==> src/core/can_irq_pkg.sv <==
package can_irq_pkg;
   // ----------------------------------------
   // Field layouts and codes
   // ----------------------------------------
   localparam int FIFO_CNT_W = 8;
   localparam logic [2:0] THR_FULL = 3'h7;
   localparam logic [2:0] DEPTH_FOUR_MSG = 3'h1;
   localparam logic [1:0] MODE_OPERATE = 2'h0;
   localparam logic [1:0] MODE_RESET = 2'h1;
   localparam logic [1:0] MODE_STANDBY = 2'h2;
   localparam logic [1:0] BOH_AUTO = 2'h0;
   localparam logic [1:0] BOH_STANDBY_AT_START = 2'h1;
   localparam logic [1:0] BOH_STANDBY_ON_REQ = 2'h3;
   localparam int RECESSIVE_RUN = 11;
   localparam int RECOVERY_RUNS = 128;
   localparam int ERR_FLAGS = 7;
   localparam logic [6:0] ERR_FLAGS_RESET = 7'h00;
   localparam logic [3:0] RUN_CNT_RESET = 4'h0;
   localparam logic [7:0] RUNS_CNT_RESET = 8'h00;

   typedef struct packed {
      logic stuffing;
      logic frame_format;
      logic acknowledge;
      logic checksum;
      logic recessive_bit;
      logic dominant_bit;
      logic ack_delim;
   } err_flags_t;

   typedef struct packed {
      logic [1:0] channel_mode_command;
      logic mode_write;
      logic forced_busoff_recovery;
      logic [1:0] busoff_handling_select;
   } channel_ctrl_t;
endpackage

==> src/core/fifo_threshold.sv <==
`timescale 1ns/1ps
`default_nettype none
module fifo_threshold #(
   parameter int CNT_W = 8
) (
   input wire logic [2:0] i_threshold,
   input wire logic [CNT_W-1:0] i_depth,
   input wire logic [CNT_W-1:0] i_count,
   output logic o_reached
);
   import can_irq_pkg::*;
   if (CNT_W < 3) begin : g_cnt_w_check
      $error("fifo_threshold needs CNT_W of at least 3");
   end
   // Compare count*8 against depth*(code+1); full uses code 7 giving depth*8.
   wire [CNT_W+3:0] scaled_count = {1'b0, i_count, 3'h0};
   wire [CNT_W+3:0] scaled_level = (CNT_W + 4)'(i_depth) * (CNT_W + 4)'({1'b0, i_threshold} + 4'h1);
   assign o_reached = (i_count != {CNT_W{1'b0}}) && (scaled_count >= scaled_level);
endmodule
`default_nettype wire

==> src/core/can_channel_irq.sv <==
`timescale 1ns/1ps
`default_nettype none
// Notes on behaviour
// - The receive FIFO interrupt fires when occupancy reaches the chosen eighth of its depth or full.
// - The transmit/receive FIFO receive interrupt offers the same eight occupancy conditions.
// - A form error in the ACK delimiter sets its flag and raises the bus-error interrupt.
// - Sending dominant but sampling recessive sets its flag and raises the bus-error interrupt.
// - Sending recessive but sampling dominant sets its flag and raises the bus-error interrupt.
// - A failed CRC on a received frame sets its flag and raises the bus-error interrupt.
// - An acknowledgement error sets its flag and raises the bus-error interrupt.
// - An illegal bit in a fixed-form field sets its flag and raises the bus-error interrupt.
// - A stuffing violation sets its flag and raises the bus-error interrupt.
// - Bus-off recovery is flagged only after 128 runs of 11 recessive bits, never on an early exit.
// - A channel reset command during bus-off ends it without the recovery flag.
// - The forced recovery bit ends bus-off at once without the recovery flag.
// - With handling code 01 the channel enters standby at bus-off start and never flags recovery.
// - With handling code 11 a standby command before recovery ends bus-off without the flag.
module can_channel_irq (
   input wire logic i_mclk,
   input wire logic i_rst_b,
   input wire logic [2:0] i_rx_fifo_irq_threshold,
   input wire logic [2:0] i_rx_fifo_depth_sel,
   input wire logic [7:0] i_rx_fifo_depth,
   input wire logic [7:0] i_rx_fifo_count,
   input wire logic [2:0] i_txrx_fifo_irq_threshold,
   input wire logic [2:0] i_txrx_fifo_depth_sel,
   input wire logic [7:0] i_txrx_fifo_depth,
   input wire logic [7:0] i_txrx_fifo_count,
   input wire can_irq_pkg::err_flags_t i_err_detect,
   input wire can_irq_pkg::err_flags_t i_err_clear,
   input wire logic i_bus_error_irq_enable,
   input wire logic i_bit_tick,
   input wire logic i_rx_bit,
   input wire logic i_busoff_start,
   input wire can_irq_pkg::channel_ctrl_t i_channel_control_reg,
   input wire logic i_busoff_recovered_clear,
   output logic o_rx_fifo_irq,
   output logic o_txrx_fifo_irq,
   output can_irq_pkg::err_flags_t o_channel_error_flag_reg,
   output logic o_bus_error_irq,
   output logic o_busoff,
   output logic o_standby,
   output logic o_busoff_recovered_flag
);
   import can_irq_pkg::*;

   // ----------------------------------------
   // FIFO thresholds
   // ----------------------------------------
   // Odd eighths of a four-message FIFO are not meaningful; software avoids them.
   logic rx_reached;
   logic txrx_reached;
   fifo_threshold #(.CNT_W(FIFO_CNT_W)) u_rx_thr (
      .i_threshold(i_rx_fifo_irq_threshold),
      .i_depth(i_rx_fifo_depth),
      .i_count(i_rx_fifo_count),
      .o_reached(rx_reached)
   );
   fifo_threshold #(.CNT_W(FIFO_CNT_W)) u_txrx_thr (
      .i_threshold(i_txrx_fifo_irq_threshold),
      .i_depth(i_txrx_fifo_depth),
      .i_count(i_txrx_fifo_count),
      .o_reached(txrx_reached)
   );
   logic rx_reached_q;
   logic txrx_reached_q;
   always_ff @(posedge i_mclk) begin
      if (!i_rst_b) begin
         rx_reached_q <= 1'b0;
         txrx_reached_q <= 1'b0;
      end else begin
         rx_reached_q <= rx_reached;
         txrx_reached_q <= txrx_reached;
      end
   end
   // A one-cycle pulse when the level is first reached.
   assign o_rx_fifo_irq = rx_reached & ~rx_reached_q;
   assign o_txrx_fifo_irq = txrx_reached & ~txrx_reached_q;

   // ----------------------------------------
   // Bus error flags
   // ----------------------------------------
   err_flags_t err_flags;
   wire [ERR_FLAGS-1:0] next_err_flags = i_err_detect | (err_flags & ~i_err_clear);
   always_ff @(posedge i_mclk) begin
      if (!i_rst_b) begin
         err_flags <= ERR_FLAGS_RESET;
      end else begin
         err_flags <= next_err_flags;
      end
   end
   assign o_channel_error_flag_reg = err_flags;
   assign o_bus_error_irq = i_bus_error_irq_enable & (|err_flags);

   // ----------------------------------------
   // Bus-off recovery
   // ----------------------------------------
   typedef enum logic [2:0] {
      ST_ACTIVE = 3'b001,
      ST_BUSOFF = 3'b010,
      ST_STANDBY = 3'b100
   } bo_state_t;
   bo_state_t state;
   bo_state_t next_state;
   logic [3:0] run_cnt;
   logic [7:0] runs_cnt;
   logic recovered_flag;

   wire in_busoff = (state == ST_BUSOFF);
   wire run_done = i_bit_tick && i_rx_bit && (run_cnt == 4'(RECESSIVE_RUN - 1));
   wire recovery_done = in_busoff && run_done && (runs_cnt == 8'(RECOVERY_RUNS - 1));
   wire ctl_reset = i_channel_control_reg.mode_write
      && (i_channel_control_reg.channel_mode_command == MODE_RESET);
   wire ctl_standby = i_channel_control_reg.mode_write
      && (i_channel_control_reg.channel_mode_command == MODE_STANDBY);
   wire ctl_operate = i_channel_control_reg.mode_write
      && (i_channel_control_reg.channel_mode_command == MODE_OPERATE);
   wire early_exit = ctl_reset
      || i_channel_control_reg.forced_busoff_recovery
      || ((i_channel_control_reg.busoff_handling_select == BOH_STANDBY_ON_REQ)
         && ctl_standby);
   wire standby_at_start = i_channel_control_reg.busoff_handling_select
      == BOH_STANDBY_AT_START;

   always_comb begin
      next_state = state;
      unique case (state)
         ST_ACTIVE: begin
            if (i_busoff_start && standby_at_start) begin
               next_state = ST_STANDBY;
            end else if (i_busoff_start) begin
               next_state = ST_BUSOFF;
            end
         end
         ST_BUSOFF: begin
            if (early_exit && ctl_standby) begin
               next_state = ST_STANDBY;
            end else if (early_exit || recovery_done) begin
               next_state = ST_ACTIVE;
            end
         end
         ST_STANDBY: begin
            if (ctl_operate || ctl_reset) begin
               next_state = ST_ACTIVE;
            end
         end
         default: next_state = ST_ACTIVE;
      endcase
   end

   // Any dominant bit restarts the 11-bit run; the run count survives it.
   wire [3:0] next_run_cnt = (!in_busoff || (i_bit_tick && !i_rx_bit) || run_done)
      ? RUN_CNT_RESET : (i_bit_tick ? run_cnt + 4'h1 : run_cnt);
   wire [7:0] next_runs_cnt = !in_busoff ? RUNS_CNT_RESET
      : (run_done ? runs_cnt + 8'h01 : runs_cnt);
   // Early exit takes priority over a coincident completion, so the flag stays clear.
   wire set_recovered = recovery_done && !early_exit;
   always_ff @(posedge i_mclk) begin
      if (!i_rst_b) begin
         state <= ST_ACTIVE;
         run_cnt <= RUN_CNT_RESET;
         runs_cnt <= RUNS_CNT_RESET;
         recovered_flag <= 1'b0;
      end else begin
         state <= next_state;
         run_cnt <= next_run_cnt;
         runs_cnt <= next_runs_cnt;
         recovered_flag <= set_recovered || (recovered_flag && !i_busoff_recovered_clear);
      end
   end
   assign o_busoff = in_busoff;
   assign o_standby = (state == ST_STANDBY);
   assign o_busoff_recovered_flag = recovered_flag;

   // ----------------------------------------
   // Recovery check helper
   // ----------------------------------------
   // A plain tally of bit ticks in bus-off, kept apart from the run counters so that
   // the recovery check does not lean on the logic that it guards.
   logic [10:0] busoff_ticks;
   wire busoff_ticks_full = (busoff_ticks == 11'h7ff);
   wire [10:0] next_busoff_ticks = !in_busoff ? 11'h000
      : ((i_bit_tick && !busoff_ticks_full) ? busoff_ticks + 11'h001 : busoff_ticks);
   always_ff @(posedge i_mclk) begin
      if (!i_rst_b) begin
         busoff_ticks <= 11'h000;
      end else begin
         busoff_ticks <= next_busoff_ticks;
      end
   end
endmodule
`default_nettype wire

==> config.mk <==
export PLATFORM = sky130hd
export DESIGN_NAME = can_channel_irq
export DESIGN_NICKNAME = d
export VERILOG_FILES = /design/src/core/can_irq_pkg.sv /design/src/core/fifo_threshold.sv /design/src/core/can_channel_irq.sv
export SDC_FILE = /design/constraint.sdc
export NUM_CORES = 1
export LEC_CHECK = 0
export BUFFER_PORTS_ARGS = -buffer_cell sky130_fd_sc_hd__buf_4
export CAP_MARGIN = 20
export CORE_ASPECT_RATIO = 0.6
export CORE_MARGIN = 2
export CORE_UTILIZATION = 40
export CTS_BUF_LIST = sky130_fd_sc_hd__clkbuf_2
export CTS_CLUSTER_SIZE = 20
export DETAILED_ROUTE_END_ITERATION = 12
export HOLD_SLACK_MARGIN = 0.02
export SETUP_SLACK_MARGIN = 0.2
export SLEW_MARGIN = 20
export SYNTH_ARGS = -nofsm -noshare
export SYNTH_HDL_FRONTEND = slang
export SYNTH_SLANG_ARGS = --single-unit
==> constraint.sdc <==
create_clock -name i_mclk -period 11.69 [get_ports i_mclk]
set_input_delay 2.338 -clock i_mclk [delete_from_list [all_inputs] [get_ports i_mclk]]
set_output_delay 2.338 -clock i_mclk [all_outputs]
set_load 0.03 [all_outputs]
==> impl_metrics.json, run 1 <==
{
  "outcome": "finished, final reports clean",
  "portBuffers": 77,
  "grt_remaining_overflow": 0,
  "crit_family": "adder cells",
  "min_period_ns": 9.352,
  "cp_num_buf_inv": 4,
  "nFillCells": 858,
  "worstPathArrival_ns": 7.01,
  "wl_um": 7665,
  "clock_skew_ns": 0.02260,
  "antenna_cells": 0,
  "period_share_pct": 80.00,
  "hold_path.class": "reg -> reg",
  "seq_area_frac_synth_pct": 14.20,
  "synthesis.area_mm2": 0.003523,
  "ys_top_cells_by_area": "ha_1 (19%), dfxtp_1 (14%), fa_1 (14%)",
  "cts_setup_buffers": 0,
  "rows": 26,
  "yosys.cell_types.count": 52,
  "avgSynthCellArea_um2": 8.194,
  "ys_warn_count": 0,
  "clock.fmax_ghz": 0.1069,
  "whs_path_depth": 2,
  "h-tree-depth": 1,
  "instances_no_fill": 619,
  "rsz0062_at_grt": "no",
  "ir_worst_vdd_v": 0.00003700,
  "post_cts_resized": 0,
  "largest_register_ffs": 8,
  "ant_nets": 0,
  "setup_viol": 0,
  "crit_fanout": 10,
  "cap_viol_max_count": 0,
  "initial_core_util_pct": 41.34,
  "synthTopCellsByCount": "inv_1 (55), ha_1 (53), nor2_1 (38), and2_1 (37), dfxtp_1 (25)",
  "min_to": "run_cnt[0]",
  "cp-end-kind": "output pin",
  "cts_buffers": 3,
  "grt_pass1_wl_um": 13520,
  "antenna_found_initial": 0,
  "io-pin-count": 84,
  "worst_slew_pin_slew_ns": 0.5878,
  "r2r_end": "state[0]",
  "drive_above_1_share_pct": 18.54,
  "root_buffer": "clkbuf_2",
  "ys_seq_elements": 25,
  "clock_path_buffers": 2,
  "power_switching_mw": 0.1594,
  "placed_cells": 615,
  "leakage_nw": 2.084,
  "max_stage_delay_ns": 0.57,
  "fin_nets": 656,
  "yosys.area.top_type": "ha_1",
  "hp-start": "run_cnt[0]",
  "gp_congestion": 0.8143,
  "clk_latency_ns": 0.37,
  "synth_top_area_share_pct": 18.82,
  "clkTransAtPathRegs_ns": 0.26,
  "slowest_stage": "fa_1",
  "dieArea_mm2": 0.009600,
  "routed_via_density": 5.108,
  "regArea_um2": 500.5,
  "start_kind": "input port",
  "async_flop_share_pct": 0,
  "die_w_um": 125.2,
  "vias": 3162,
  "drtIter0Drc": 113,
  "grt_pass1_vias": 3079,
  "crit_required_ns": 9.35,
  "final_cell_area_mm2": 0.004248,
  "postSynthCellCount": 430,
  "clock-sinks": 25,
  "sw_frac_of_total_pct": 43.67,
  "r2r_slack_ns": 9.89,
  "rr_startpoint": "run_cnt[0]",
  "multi_input_area_mm2": 0.002800,
  "pwr-share-clk_pct": 9.8,
  "p_per_area_mw_per_mm2": 85.96,
  "critPathMostFrequentCell": "fa_1",
  "critPathKind": "in -> out",
  "finalHoldViolCount": 0,
  "syn_nets": 578,
  "syn_to_final_growth_pct": 20.56,
  "synth_edf_count": 0,
  "tns_ns": 0,
  "first_pass_iters": 4,
  "dp_hpwl_um": 6694,
  "grt_max_degree": 16,
  "seqPwrFrac_pct": 25.7,
  "path_cells": "buf_4 > ha_1 > xor2_1 > nand2_1 > fa_1 > inv_1 > fa_1 > inv_1 > fa_1 > nor2b_1 > o2111ai_1 > nand3_1 > o41ai_2 > xor2_1 > ha_1 > or3_1 > a221oi_1 > o21ai_0 > o2111ai_1 > nor3_1 > buf_4",
  "internal_power_mw": 0.2057,
  "synth_ff_type": "dfxtp_1",
  "slew_headroom_pct": 60.68,
  "p_comb_share_pct": 64.5,
  "core-area_mm2": 0.008523,
  "grt_use_total_pct": 16.25,
  "synthMostInstantiatedCell": "inv_1",
  "remaining_drc_errors": 0,
  "final_max_slew_viol_count": 0,
  "cts_tree": "built",
  "dpl-instance-area_mm2": 0.004225,
  "ctsHoldBuffers": 0,
  "dieHeight_um": 76.70,
  "wl_per_cell_um": 12.38,
  "worst_r2r_path_depth": 7
}
-- power by group through the flow --
stage | combinational (mW) | sequential, mW | clock [mW]
floorplan | 0.166 | 0.0980 | 0
global placement | 0.229 | 0.0955 | 0
detailed placement | 0.236 | 0.0955 | 0
CTS | 0.238 | 0.0940 | 0.0379
global route | 0.272 | 0.0946 | 0.0412
finish | 0.235 | 0.0940 | 0.0358
-- layout make-up --
| class | instances | area share, % |
|---|---|---|
| multi-input cells | 346 | 65.92 |
| repair buffers | 77 | 13.61 |
| flip-flops and latches | 25 | 11.78 |
| inverters | 55 | 4.860 |
| well taps | 112 | 3.299 |
| clock buffers | 3 | 0.3535 |
| clock inverters | 1 | 0.1767 |
-- routing by layer --
metal / up-vias / share of wire, % / global-route usage, %
met2: 48 / 45 / 27.23
met5: - / 0 / 0
li1: 1622 / - / -
met4: 0 / 0 / 0.8889
met3: 0 / 4.0 / 2.582
met1: 1492 / 51 / 23.28
-- worst max path at each step --
stage / start / endpoint / slack (ns) / cells past startpoint
2_1_floorplan: i_rx_fifo_irq_threshold[0] / o_rx_fifo_irq / 2.88 / 18
3_3_place_gp: i_txrx_fifo_irq_threshold[0] / o_txrx_fifo_irq / 2.51 / 21
3_5_place_dp: i_txrx_fifo_irq_threshold[0] / o_txrx_fifo_irq / 2.41 / 21
4_1_cts: i_txrx_fifo_irq_threshold[0] / o_txrx_fifo_irq / 2.39 / 21
5_1_grt: i_txrx_fifo_irq_threshold[0] / o_txrx_fifo_irq / 2.05 / 21
6_report: i_txrx_fifo_irq_threshold[0] / o_txrx_fifo_irq / 2.34 / 21
-- cell usage in the layout (no fill, tap or decap), types with 2 or more instances in the layout --
| cell | n |
|---|---|
| xor2_1 | 15 |
| and3_1 | 3 |
| nand2_1 | 23 |
| nor4bb_1 | 2 |
| nor2b_1 | 11 |
| nand2b_1 | 20 |
| a21oi_1 | 21 |
| nand2_2 | 2 |
| nor3b_1 | 3 |
| o2111ai_1 | 3 |
| ha_1 | 53 |
| o211ai_1 | 2 |
| clkbuf_2 | 3 |
| nand4_1 | 3 |
| and2_1 | 37 |
| a221oi_1 | 6 |
| nand3_1 | 15 |
| a21o_1 | 4 |
| o21ai_0 | 11 |
| inv_1 | 55 |
| nor3_1 | 10 |
| dfxtp_1 | 25 |
| mux2i_1 | 2 |
| a21boi_0 | 2 |
| xnor2_1 | 5 |
| fa_1 | 24 |
| nor4_1 | 5 |
| nor2_1 | 38 |
| buf_4 | 77 |
| or3_1 | 3 |
| o41ai_2 | 2 |
-- worst reg2reg max path, stage by stage, from the launching register on --
cell	delay (ns)
dfxtp_1	0.44
inv_1	0.07
ha_1	0.19
nand2_1	0.15
nor3_4	0.08
and4_1	0.23
nand2b_1	0.19
a221o_1	0.35
-- cell families (layout without fill, tap and decap cells) --
group           count (synthesis)  after routing  share of synthesized area, %
flops                          25             25                         14.20
compound gates                 62             62                         12.29
mux                             3              3                        0.9942
simple gates                  184            184                         28.76
fa+ha+maj                      77             77                         32.46
xor+xnor                       20             20                         4.972
buf+inv                        59            136                         6.321
-- stage by stage --
step / hold slack (ns) / utilization, % / setup WS, ns / total power [mW]
6_report: 0.5306 / 49.84 / 2.338 / 0.3651
5_1_grt: 0.5803 / 49.84 / 2.054 / 0.4075
3_3_place_gp: 0.4888 / 49.57 / 2.510 / 0.3249
4_1_cts: 0.5351 / 49.84 / 2.390 / 0.3701
3_5_place_dp: 0.5046 / 49.57 / 2.406 / 0.3317
2_1_floorplan: 0.4714 / - / 2.875 / 0.2638
Power figures use the tool's default switching activity.
==> inputs of run 2 (changes only) <==
==> constraint.sdc (replaced) <==
create_clock -name i_mclk -period 8.1 [get_ports i_mclk]
set_input_delay 1.62 -clock i_mclk [delete_from_list [all_inputs] [get_ports i_mclk]]
set_output_delay 1.62 -clock i_mclk [all_outputs]
set_load 0.03 [all_outputs]
==> impl_metrics.json, run 2 (synthesized netlist as in run 1, its figures left out) <==
{
  "grt_max_degree": 16,
  "worstPathArrival_ns": 5.98,
  "rows": 26,
  "ctsHoldBuffers": 0,
  "clk_latency_ns": 0.36,
  "startpoint": "i_txrx_fifo_irq_threshold[0]",
  "setup_viol": 0,
  "ir_worst_vdd_v": 0.00005488,
  "rsz0062_at_grt": "yes",
  "io-pin-count": 84,
  "routed_via_density": 5.078,
  "grt_use_total_pct": 16.71,
  "crit_family": "adder cells",
  "tns_ns": 0,
  "drive_above_1_share_pct": 19.33,
  "clock_skew_ns": 0.01433,
  "min_period_ns": 7.600,
  "h-tree-depth": 1,
  "path_cells": "buf_4 > ha_1 > xor2_4 > and2_1 > fa_1 > inv_1 > fa_1 > inv_1 > ha_4 > nor2b_1 > o2111ai_1 > nand3_1 > o41ai_2 > xor2_1 > ha_1 > or3_1 > a221oi_2 > o21ai_1 > o2111ai_1 > nor3_1 > buf_4",
  "crit_fanout": 10,
  "antenna_cells": 0,
  "grt_pass1_wl_um": 13770,
  "finalHoldViolCount": 0,
  "worst_r2r_path_depth": 7,
  "gp_congestion": 0.8059,
  "clkTransAtPathRegs_ns": 0.26,
  "utilization_pct": 50.50,
  "slowest_stage": "fa_1",
  "final_common_cell": "buf_4",
  "slew_headroom_pct": 68.65,
  "largest_register_ffs": 8,
  "period_share_pct": 93.83,
  "core-area_mm2": 0.008523,
  "cap_viol_max_count": 0,
  "clock-sinks": 25,
  "max_stage_delay_ns": 0.52,
  "cp_num_buf_inv": 4,
  "cp.depth": 21,
  "ant_nets": 0,
  "first_pass_iters": 6,
  "final_max_slew_viol_count": 0,
  "grt_pass1_vias": 3129,
  "worst_slew_pin_slew_ns": 0.4698,
  "start_kind": "input port",
  "hp-start": "run_cnt[0]",
  "wl_um": 7750,
  "root_buffer": "clkbuf_2",
  "p_per_area_mw_per_mm2": 124.6,
  "hold_path.class": "reg -> reg",
  "syn_to_final_growth_pct": 22.16,
  "fin_nets": 656,
  "crit_required_ns": 6.48,
  "dp_hpwl_um": 6684,
  "clock_path_buffers": 2,
  "timing.hold.ws_ns": 0.5354,
  "grt_remaining_overflow": 0,
  "cp-end-kind": "output pin",
  "whs_path_depth": 2,
  "outcome": "finished, final reports clean",
  "rr_startpoint": "run_cnt[0]",
  "leakage_nw": 2.092,
  "cts_buffers": 3,
  "remaining_drc_errors": 0,
  "dieArea_mm2": 0.009600,
  "initial_core_util_pct": 41.34,
  "portBuffers": 77,
  "antenna_found_initial": 0,
  "wl_per_cell_um": 12.52,
  "dieHeight_um": 76.70,
  "vias": 3143,
  "final_cell_mix": "buf_4 (77), inv_1 (55), ha_1 (52)",
  "critPathKind": "in -> out",
  "clock.fmax_ghz": 0.1316,
  "drtIter0Drc": 138,
  "cts_tree": "built",
  "die_w_um": 125.2
}
## run 2: cell counts in the layout (fill, tap and decap cells not counted)
No cell type changed its count.
## run 2: worst reg2reg max path, delay by kind of cell, from the launching register on
kind | cells | cell delay, ns
compound gates | 1 | 0.35
fa+ha+maj | 1 | 0.20
buf+inv | 1 | 0.07
flops | 1 | 0.44
simple gates | 4 | 0.66
## run 2: power breakdown
part	internal [mW]	switching (mW)
Clock	0.0114	0.0404
Sequential	0.131	0.00495
Combinational	0.160	0.189
Total	0.302	0.235
## run 2: final timing paths
| kind | to | slack [ns] |
|---|---|---|
| worst max-delay path | o_txrx_fifo_irq | 0.50 |
| worst max register to register | state[0] | 6.30 |
| worst min register to register | run_cnt[0] | 0.54 |
| worst min-delay path | run_cnt[0] | 0.54 |
## run 2: final cells by class
cell class              instances  area (µm²)
well taps                     112       140.1
fillers                       838        4219
clock buffers                   3       15.01
clock inverters                 1       7.507
flip-flops and latches         25       500.5
multi-input cells             346        2856
inverters                      55       206.4
repair buffers                 77       578.1
## run 2: layer usage
| metal | track usage [%] | share of wire (%) | wire length [µm] |
|---|---|---|---|
| met1 | 24.20 | 52 | 4050 |
| met2 | 27.61 | 44 | 3399 |
| met3 | 2.652 | 3.7 | 286 |
| met4 | 1.000 | 0.18 | 14 |
| met5 | 0 | 0 | 0 |
## run 2: metrics by stage
step                instance area, µm²  setup WS (ns)  power [mW]  std cells
floorplan                         3523         0.7215      0.3807        430
global placement                  4225         0.3674      0.4691        615
detailed placement                4225         0.2681      0.4764        615
CTS                               4248         0.2724      0.5314        619
global route                      4304         0.1948      0.5986        619
finish                            4304         0.5001      0.5363        619
## run 2: what timing repair did
item / CTS / global route
endpoints found under the setup margin: 0 / 2
buffers inserted: 0 / 0
gates resized for setup: 0 / 8
